**src/mfc_pkg.sv**
```systemverilog
// Purpose: Shared constants and types for the memory field control block
// Assumes: 12-bit addresses, two-bit field numbers, 8-step phase counts
// Notes: Phase numbers name the basic-phase and update periods
package mfc_pkg;

  localparam int ADDR_W = 12;
  localparam int FIELD_W = 2;
  localparam int PHASE_W = 3;

  // Phase numbers used by the block
  localparam logic [PHASE_W-1:0] PH_0 = 3'h0;
  localparam logic [PHASE_W-1:0] PH_1 = 3'h1;
  localparam logic [PHASE_W-1:0] PH_5 = 3'h5;
  localparam logic [PHASE_W-1:0] PH_6 = 3'h6;
  localparam logic [PHASE_W-1:0] PH_7 = 3'h7;

  // Reset values and special addresses
  localparam logic [ADDR_W-1:0] ADDR_RESET = 12'h000;
  localparam logic [ADDR_W-1:0] ADDR_LOWEST = 12'h000;
  localparam logic [ADDR_W-1:0] ADDR_HIGHEST = 12'hFFF;
  localparam logic [FIELD_W-1:0] FIELD_ZERO = 2'h0;

  // Interrupt field sequence
  typedef enum logic [1:0] {
    IRQ_IDLE = 2'b00,
    IRQ_SEL_ZERO = 2'b01,
    IRQ_HOLD = 2'b10
  } mfc_irq_state_t;

  // Processor timing: one-cycle strobes plus the period number
  typedef struct packed {
    logic bpStrobe;
    logic puStrobe;
    logic [PHASE_W-1:0] phase;
  } mfc_timing_t;

  // Instruction qualifiers from the processor
  typedef struct packed {
    logic isJump;
    logic indirectFlag;
    logic ordinaryLocationN;
    logic ioGroup;
    logic singleWord;
    logic haltGroup;
    logic bit7;
    logic bit10;
    logic bit11;
  } mfc_instr_t;

endpackage

```
**src/mfc_field_ctrl.sv**
```systemverilog
// Purpose: Memory field save, restore and select beside the processor core
// Assumes: Core, timing and peripheral logic share clk_sys; panel pins do not
// Notes: Field select bit 0 is the least significant field bit
`timescale 1ns/1ps
`default_nettype none

module mfc_field_ctrl (
  input wire logic clk_sys, // 125 MHz system clock
  input wire logic reset_n, // Synchronous reset
  input wire mfc_pkg::mfc_timing_t timing, // Period strobes
  input wire mfc_pkg::mfc_instr_t instr, // Instruction qualifiers
  input wire logic [11:0] addrReg, // Processor address register
  input wire logic [11:0] accData, // J at BP5, K at BP6
  input wire logic callSave, // Subroutine call save strobe
  input wire logic irq_pending_n, // Interrupt pending, low
  input wire logic steal_cycle_n, // Cycle steal flag, low
  input wire logic ext_field_bit0, // Peripheral field bit 0
  input wire logic ext_field_bit1, // Peripheral field bit 1
  input wire logic panel_load_request, // Panel load, async pin
  input wire logic panelEnable, // Panel controls on, async pin
  input wire logic [1:0] panelFieldSw, // Field switches, async pins
  output logic field_select_bit0, // Field select bit 0
  output logic field_select_bit1, // Field select bit 1
  output logic cur_field_bit0, // Memory field bit 0
  output logic cur_field_bit1, // Memory field bit 1
  output logic sub_return_match, // Subroutine return match
  output logic irq_return_match, // Interrupt return match
  output logic any_match_n, // Either match, low
  output logic [11:0] subRetAddr, // Subroutine return address
  output logic [11:0] irqRetAddr // Interrupt return address
);

  // Load op decode, shared by logic and checks
  function automatic logic isLoadRegs(input mfc_pkg::mfc_instr_t i);
    isLoadRegs = i.ioGroup && i.singleWord && i.haltGroup && i.bit7 &&
                 !i.bit10 && !i.bit11;
  endfunction

  // Panel pins are asynchronous: two flip-flops each
  logic [3:0] panelMeta_reg;
  logic [3:0] panelSync_reg;
  always_ff @(posedge clk_sys) begin
    if (!reset_n) begin
      panelMeta_reg <= 4'h0;
      panelSync_reg <= 4'h0;
    end else begin
      panelMeta_reg <= {panel_load_request, panelEnable, panelFieldSw};
      panelSync_reg <= panelMeta_reg;
    end
  end

  logic panelLoad;
  assign panelLoad = panelSync_reg[3] && panelSync_reg[2];

  // State registers
  logic [1:0] memField_reg, memField_next;
  logic [1:0] subField_reg, subField_next;
  logic [1:0] irqField_reg, irqField_next;
  logic [11:0] subAddr_reg, subAddr_next;
  logic [11:0] irqAddr_reg, irqAddr_next;
  logic subMatch_reg, subMatch_next;
  logic irqMatch_reg, irqMatch_next;
  logic stealSel_reg, stealSel_next;
  logic [1:0] fieldSel_reg, fieldSel_next;
  mfc_pkg::mfc_irq_state_t irqState_reg, irqState_next;

  logic pu0, pu1, bp1, bp5, bp6, bp7, addrHit, loadOp;
  assign pu0 = timing.puStrobe && timing.phase == mfc_pkg::PH_0;
  assign pu1 = timing.puStrobe && timing.phase == mfc_pkg::PH_1;
  assign bp1 = timing.bpStrobe && timing.phase == mfc_pkg::PH_1;
  assign bp5 = timing.bpStrobe && timing.phase == mfc_pkg::PH_5;
  assign bp6 = timing.bpStrobe && timing.phase == mfc_pkg::PH_6;
  assign bp7 = timing.bpStrobe && timing.phase == mfc_pkg::PH_7;
  assign loadOp = isLoadRegs(instr);
  // Qualifier also checks the end addresses itself, so a core that
  // forgets the location flag still cannot fake a return
  assign addrHit = instr.indirectFlag && instr.ordinaryLocationN &&
                   addrReg != mfc_pkg::ADDR_LOWEST &&
                   addrReg != mfc_pkg::ADDR_HIGHEST;

  // Next-state logic for all field and address state except the output field select
  always_comb begin
    memField_next = memField_reg;
    subField_next = subField_reg;
    irqField_next = irqField_reg;
    subAddr_next = subAddr_reg;
    irqAddr_next = irqAddr_reg;
    subMatch_next = subMatch_reg;
    irqMatch_next = irqMatch_reg;
    stealSel_next = stealSel_reg;
    irqState_next = irqState_reg;
    if (callSave) begin
      subField_next = memField_reg;
    end
    // Match flags; load op leaves the field alone
    if (bp1) begin
      subMatch_next = 1'b0;
      irqMatch_next = 1'b0;
    end
    if (bp5 && addrHit && subAddr_reg == addrReg) begin
      subMatch_next = 1'b1;
    end
    if (bp6 && addrHit && irqAddr_reg == addrReg) begin
      irqMatch_next = 1'b1;
    end
    // Return registers: load op, clear on return, interrupt save
    if (bp5 && loadOp) begin
      subAddr_next = accData;
    end
    if (bp6 && loadOp) begin
      irqAddr_next = accData;
    end
    if (bp7 && instr.isJump && subMatch_reg) begin
      subAddr_next = mfc_pkg::ADDR_RESET;
    end
    if (bp7 && instr.isJump && irqMatch_reg) begin
      irqAddr_next = mfc_pkg::ADDR_RESET;
    end
    // Memory field register; a steal never writes it
    if (pu0 && panelLoad) begin
      memField_next = panelSync_reg[1:0];
    end else if (pu0 && instr.isJump && irqMatch_reg) begin
      memField_next = irqField_reg;
    end else if (pu0 && instr.isJump && subMatch_reg) begin
      memField_next = subField_reg;
    end
    // Interrupt initiation sequence
    case (irqState_reg)
      mfc_pkg::IRQ_IDLE: begin
        if (pu0 && !irq_pending_n) begin
          irqState_next = mfc_pkg::IRQ_SEL_ZERO;
        end
      end
      mfc_pkg::IRQ_SEL_ZERO: begin
        if (pu1) begin
          irqAddr_next = addrReg;
          irqField_next = memField_reg;
          memField_next = mfc_pkg::FIELD_ZERO;
          irqState_next = mfc_pkg::IRQ_HOLD;
        end
      end
      mfc_pkg::IRQ_HOLD: begin
        if (pu1) begin
          irqState_next = mfc_pkg::IRQ_IDLE;
        end
      end
      default: begin
        irqState_next = mfc_pkg::IRQ_IDLE;
      end
    endcase
    // Steal select is only a routing flag
    if (pu0 && !steal_cycle_n) begin
      stealSel_next = 1'b1;
    end else if (pu1 && steal_cycle_n) begin
      stealSel_next = 1'b0;
    end
  end

  // Output field mux; bit 0 is the low index bit
  always_comb begin
    if (irqState_next == mfc_pkg::IRQ_SEL_ZERO) begin
      fieldSel_next = mfc_pkg::FIELD_ZERO;
    end else if (stealSel_next) begin
      fieldSel_next = {ext_field_bit1, ext_field_bit0};
    end else begin
      fieldSel_next = memField_next;
    end
  end

  // Register every state group
  always_ff @(posedge clk_sys) begin
    if (!reset_n) begin
      memField_reg <= mfc_pkg::FIELD_ZERO;
      subField_reg <= mfc_pkg::FIELD_ZERO;
      irqField_reg <= mfc_pkg::FIELD_ZERO;
      subAddr_reg <= mfc_pkg::ADDR_RESET;
      irqAddr_reg <= mfc_pkg::ADDR_RESET;
      subMatch_reg <= 1'b0;
      irqMatch_reg <= 1'b0;
      stealSel_reg <= 1'b0;
      fieldSel_reg <= mfc_pkg::FIELD_ZERO;
      irqState_reg <= mfc_pkg::IRQ_IDLE;
    end else begin
      memField_reg <= memField_next;
      subField_reg <= subField_next;
      irqField_reg <= irqField_next;
      subAddr_reg <= subAddr_next;
      irqAddr_reg <= irqAddr_next;
      subMatch_reg <= subMatch_next;
      irqMatch_reg <= irqMatch_next;
      stealSel_reg <= stealSel_next;
      fieldSel_reg <= fieldSel_next;
      irqState_reg <= irqState_next;
    end
  end

  // Outputs straight from flip-flops
  assign field_select_bit0 = fieldSel_reg[0];
  assign field_select_bit1 = fieldSel_reg[1];
  assign cur_field_bit0 = memField_reg[0];
  assign cur_field_bit1 = memField_reg[1];
  assign sub_return_match = subMatch_reg;
  assign irq_return_match = irqMatch_reg;
  assign subRetAddr = subAddr_reg;
  assign irqRetAddr = irqAddr_reg;
  logic anyMatchN_reg;
  always_ff @(posedge clk_sys) begin
    if (!reset_n) begin
      anyMatchN_reg <= 1'b1;
    end else begin
      anyMatchN_reg <= !(subMatch_next || irqMatch_next);
    end
  end
  assign any_match_n = anyMatchN_reg;
endmodule // mfc_field_ctrl

`default_nettype wire

```
**config.mk**
```make
export PLATFORM = sky130hd
export DESIGN_NAME = mfc_field_ctrl
export DESIGN_NICKNAME = d
export VERILOG_FILES = /design/src/mfc_pkg.sv /design/src/mfc_field_ctrl.sv
export SDC_FILE = /design/constraint.sdc
export NUM_CORES = 1
export LEC_CHECK = 0
export BUFFER_PORTS_ARGS = -buffer_cell sky130_fd_sc_hd__buf_2
export CELL_PAD_IN_SITES_DETAIL_PLACEMENT = 1
export CELL_PAD_IN_SITES_GLOBAL_PLACEMENT = 2
export CORE_UTILIZATION = 29
export CTS_CLUSTER_SIZE = 12
export DETAILED_ROUTE_END_ITERATION = 10
export PLACE_DENSITY_LB_ADDON = 0.12
export SETUP_SLACK_MARGIN = 0.02
export SLEW_MARGIN = 0
export SYNTH_ARGS = -nofsm -noshare
export SYNTH_HDL_FRONTEND = slang
export SYNTH_SLANG_ARGS = --single-unit
export TNS_END_PERCENT = 50
```
**constraint.sdc**
```tcl
create_clock -name clk_sys -period 2.1 [get_ports clk_sys]
set_input_delay 0.42 -clock clk_sys [delete_from_list [all_inputs] [get_ports clk_sys]]
set_output_delay 0.42 -clock clk_sys [all_outputs]
set_load 0.05 [all_outputs]
```
=== Word level (Yosys, flattened, before mapping) ===
Cells that the tools add are included.

* Output and inout bits: 31
* Logic and storage cells: 87
* Input port bits: 49
* Bits in registers: 46

* Eq/ne operators: 10
* Mux-type cells: 20
* Bitwise gates (word level): 1
* Reductions and logical operators: 43

{| class="wikitable"
|+ Operator list
! cell !! count
|-
| $mux W12 || 4
|-
| $logic_and A1 B1 Y1 || 31
|-
| $eq A12 B12 Y1 || 2
|-
| $mux W2 || 9
|-
| $ne A12 B12 Y1 const B || 1
|-
| $reduce_bool A12 Y1 || 1
|-
| $eq A3 B3 Y1 const B || 3
|-
| $mux W1 || 6
|-
| $pmux W2 S3 || 1
|-
| $logic_not A1 Y1 || 5
|-
| $eq A2 B1 Y1 const B || 2
|-
| $reduce_or A2 Y1 || 2
|-
| $eq A3 B1 Y1 const B || 1
|-
| $logic_not A3 Y1 || 1
|-
| $eq A2 B2 Y1 const B || 1
|-
| $logic_not A2 Y1 || 1
|-
| $reduce_and A2 Y1 || 1
|-
| $logic_or A1 B1 Y1 || 1
|-
| $not A1 Y1 || 1
|}

=== Logic depth before layout (Yosys ltp) ===
* Depth after elaboration: 10
* Depth in mapped cells: 6
* Mapped depth without buffers: 5

=== Worst setup path before layout ===
No wires, ideal clock.

* Kind: register to register
* Start: reg subMatch_reg (netlist: sub_return_match)
* End: reg fieldSel_reg[0]
* Buffers on the path: 0
* Setup time: 0.070 ns
* Clock period less this slack: 1.683 ns
* Required time: 2.030 ns
* Stages on the path, launching flop included: 6
* Data arrival time: 1.613 ns
* Slack: 0.417 ns
* Cell sequence: dfxtp_1 > and3b_1 > o211ai_1 > a31oi_1 > or3b_1 > a21oi_1

* Cells in the longest elaborated chain, start to end: 7

{| class="wikitable"
|+ Ends and longest elaborated chain
! what !! RTL line !! RTL
|-
| from (decl) || mfc_field_ctrl.sv:61 || <nowiki>logic subMatch_reg, subMatch_next;</nowiki>
|-
| from (signal assigned) || mfc_field_ctrl.sv:189 || <nowiki>subMatch_reg <= subMatch_next;</nowiki>
|-
| $logic_and A1 B1 Y1 (*) || mfc_field_ctrl.sv:124 || <nowiki>end else if (pu0 && instr.isJump && subMatch_reg) begin</nowiki>
|-
| $mux W2 (*) || mfc_field_ctrl.sv:124 ||
|-
| $mux W2 (*) || mfc_field_ctrl.sv:122 || <nowiki>end else if (pu0 && instr.isJump && irqMatch_reg) begin</nowiki>
|-
| $mux W2 (*) || mfc_field_ctrl.sv:120 || <nowiki>if (pu0 && panelLoad) begin</nowiki>
|-
| $mux W2 || mfc_field_ctrl.sv:135 || <nowiki>if (pu1) begin</nowiki>
|-
| $mux W2 (*) || mfc_field_ctrl.sv:128 || <nowiki>case (irqState_reg)</nowiki>
|-
| $mux W2 (*) || mfc_field_ctrl.sv:163 || <nowiki>end else if (stealSel_next) begin</nowiki>
|-
| to (signal assigned) || mfc_field_ctrl.sv:181 || <nowiki>fieldSel_reg <= mfc_pkg::FIELD_ZERO;</nowiki>
|-
| to (signal assigned) || mfc_field_ctrl.sv:192 || <nowiki>fieldSel_reg <= fieldSel_next;</nowiki>
|-
| to (decl) || mfc_field_ctrl.sv:64 || <nowiki>logic [1:0] fieldSel_reg, fieldSel_next;</nowiki>
|}

Every way passes the cells marked *; elsewhere a longest branch is shown, timed or not.
A chain may end at the register's enable or synchronous reset.

=== Worst setup path in the final report ===
* Start: in timing[0] in the netlist's numbering
* End: reg fieldSel_reg[1]

* Cells in the longest elaborated chain, start to end: 10
* Elaborated cells on any way between the ends: 25
* Classes of those cells: eq/ne: 2; mux: 12; reduce/logical: 11

{| class="wikitable"
|+ Ends and longest elaborated chain
! what !! RTL line !! RTL
|-
| from (decl) || mfc_field_ctrl.sv:10 || <nowiki>input wire mfc_pkg::mfc_timing_t timing,</nowiki>
|-
| $logic_not A3 Y1 || mfc_field_ctrl.sv:68 || <nowiki>assign pu0 = timing.puStrobe && timing.phase == mfc_pkg::PH_0;</nowiki>
|-
| $logic_and A1 B1 Y1 || mfc_field_ctrl.sv:68 ||
|-
| $logic_and A1 B1 Y1 || mfc_field_ctrl.sv:122, mfc_field_ctrl.sv:124 ||
|-
| $logic_and A1 B1 Y1 || mfc_field_ctrl.sv:124 ||
|-
| $mux W2 || mfc_field_ctrl.sv:124 ||
|-
| $mux W2 || mfc_field_ctrl.sv:122 ||
|-
| $mux W2 || mfc_field_ctrl.sv:120 ||
|-
| $mux W2 || mfc_field_ctrl.sv:135 ||
|-
| $mux W2 || mfc_field_ctrl.sv:128 ||
|-
| $mux W2 || mfc_field_ctrl.sv:163 ||
|}

Parallel ways exist; a longest one is shown, timed or not.

==> out/metrics.csv <==
stage,metric,value,unit
yosys,"area leader, netlist",dfxtp_1,
clocking,postcts setup bufs,0,
run_status,status,"complete, no violations",
pwr,Clock power frac,36.4,%
sta,Setup Skew,0.00547,ns
drt,Final ANT Viol Nets,0,
sta,final setup vio count,0,
yosys,Synth Area in XOR/XNOR,9.23,%
drt,WL/cell,16.0,um
yosys,compound-cell area share of the yosys netlist,6.70,%
yosys,largest family of logic cells by synthesized area,simple AND/OR/NAND/NOR gates,
place,Final Wtd Congestion,0.771,
sta,FMAX,595,MHz
layout,most frequent cells in the layout,"buf_2 (79), dfxtp_1 (46), mux2i_1 (28)",
pwr,Psw,0.000452,W
layout,cell area after layout,2950,sq um
layout,"commonest non-fill, non-tap cell in the layout",buf_2,
hold_path,Hold Crit Class,primary input to register,
worst_setup_path,Critical Path Sink Type,register,
drt,via total after detailed routing,2075,
yosys,synth top area cells,"dfxtp_1 (40%), mux2i_1 (12%), xor2_1 (9.2%), and2_1 (6.3%), nand2_1 (3.8%)",
worst_setup_path,"Critical Path, Cell by Cell",buf_2 > nor4b_4 > o211ai_1 > a31oi_1 > or3b_1 > a21oi_1,
grt,number of global-route vias before repair,2047,
worst_setup_path,critical path type,primary input to register,
grt,antenna violations before repair,0,
layout,Antenna diodes,0,
sta,Final Max Slew Viols,0,
worst_setup_path,critical path peak fanout,7,
clocking,clock sink count,46,
yosys,top cell type's share of synthesized area,40.4,%
yosys,Syn. warnings,0,
clocking,CTS tree,done,
sta,worst relative slew slack,72.1,%
yosys,Post-synth EDFFs,0,
worst_setup_path,Crit path largest cell delay,0.40,ns
layout,Area Overhead vs Synth,29.3,%
floorplanning,std cell rows,31,
floorplanning,Ports,80,
pwr,sw frac,27.4,%
sta,Sum Neg Setup Slack,0,ns
yosys,ys async rst share,0,%
sta,minimum clock period,1.68,ns
drt,WL final,6860,um
grt,first-pass GRT wire length,11000,um
yosys,Mapped Nets,293,
worst_setup_path,Buf/Inv on CP,1,
clocking,CTS Hold Bufs,0,
pwr,P per Cell Area,560,nW/um^2
floorplanning,die height,90.6,um
drt,Initial DRC Count,99,
grt,largest net degree at the start of global routing,22,
worst_setup_path,CP top delay family,simple AND/OR/NAND/NOR gates,
place,Placed Area,2850,sq um
yosys,Synth Instances,244,
yosys,Post-Syn Area,2280,sq um
drt,# DRC,0,
yosys,"Seq/Total Area, Yosys",40.4,%
clocking,post_cts resized,0,
job,max-cap violations,0,
grt,grt ovf,0,
pwr,Max VDD drop,0.215,mV
sta,unrepaired setup endpoints after global routing,no,
pwr,LEAKAGE,1.27,nW
floorplanning,die area,8210,sq um
yosys,Adder-Cell Fraction of Synth Area,0,%
layout,layout cells sized above 1,30.0,%
floorplanning,Core ar.,7410,sq um
worst_setup_path,Setup crit start kind,primary input,
place,Post-DP HPWL,5250,um
worst_setup_path,Crit path arrival time,1.93,ns
sta,Tcrit/Tclk final,80.0,%
drt,Via density,4.84,
yosys,Yosys reg bits,46,
floorplanning,starting density of the core,30.8,%
pwr,Comb pwr share,9.8,%
yosys,post-synth cell types,35,
clocking,clk_lat worst skew,0.31,ns
clocking,root buf cell,clkbuf_8,
yosys,mux cell area share after synthesis,12.3,%
clocking,total CTS buffers,5,
sta,Hold Fails Final Rpt,0,
layout,Final #Nets,378,
place,port buffer count,79,
worst_setup_path,Worst path slowest cell,nor4b_4,
floorplanning,Die X-Extent,90.6,um
pwr,Int Power,0.00120,W
clocking,clk slew on worst S/H paths,0.10,ns
clocking,htree depth,2,
yosys,Avg Synthesized Cell Area,9.34,sq um
sta,Worst-Margin Slew,0.414,ns
yosys,post-synthesis simple-gate area fraction,29.3,%
pwr,register share of total power,53.7,%
clocking,clk buf depth,2,
yosys,"Top FF cell, synth",dfxtp_1,
drt,First-pass DRT Iterations,4,
worst_setup_path,Critical Path RT,2.35,ns
grt,overall routing resource usage,17.2,%
[worst paths after layout]
check / startpoint / to / slack (ns) / depth (start not counted)
worst min-delay path: panelEnable / panelMeta_reg[2] / 0.31 / 2
worst max register to register: irq_return_match / fieldSel_reg[1] / 0.54 / 5
worst max-delay path: timing[0] / fieldSel_reg[1] / 0.42 / 6
worst min register to register: panelMeta_reg[1] / panelSync_reg[1] / 0.44 / 1
[cell usage after synthesis (2+ instances only)]
cell,instances
a21oi_1,3
a31oi_1,2
and2_1,23
and3_1,3
and3b_1,2
buf_4,2
clkbuf_1,4
dfxtp_1,46
mux2i_1,28
nand2_1,23
nand3_1,4
nand4_1,6
nand4b_1,2
nor2_1,19
nor2b_1,5
nor3_1,5
nor4_1,7
o211ai_1,2
o21ai_0,2
o21ai_1,17
or3b_1,2
xor2_1,24
[power groups by stage]
| stage | combinational (W) | clock [W] | sequential (W) |
|---|---|---|---|
| floorplan | 0.0000549 | 0 | 0.000910 |
| global placement | 0.000162 | 0 | 0.000906 |
| detailed placement | 0.000162 | 0 | 0.000906 |
| CTS | 0.000163 | 0.000621 | 0.000886 |
| global route | 0.000176 | 0.000662 | 0.000888 |
| finish | 0.000162 | 0.000601 | 0.000886 |
[logic make-up after synthesis]
family	Yosys count
simple gates	110
compound gates	28
buf+inv	8
mux	28
xor+xnor	24
flops	46
[metal layers]
metal	track usage, %	part of all wire, %	vias up
met5	0	0	-
met4	4.17	1.2	0
met1	25.9	53	976
li1	-	-	1024
met2	24.8	41	67
met3	3.28	5.4	8
[through the flow]
step                hold WS [ns]  total power (W)  std cells  worst slack (ns)  util [%]
floorplan                  0.412         0.000965        244             0.417         -
global placement           0.416          0.00107        421            0.0848      38.5
detailed placement         0.420          0.00107        421             0.126      38.5
CTS                        0.296          0.00167        429             0.438      39.8
global route               0.303          0.00173        429             0.339      39.8
finish                     0.307          0.00165        429             0.420      39.8
[cell type report]
cell class | count | area (sq um)
clock buffers | 5 | 68.8
fillers | 890 | 4460
clock inverters | 3 | 26.3
multi-input cells | 190 | 1320
well taps | 99 | 124
repair buffers | 86 | 485
flip-flops and latches | 46 | 921
Note: power is estimated with default switching activity, not from simulation.
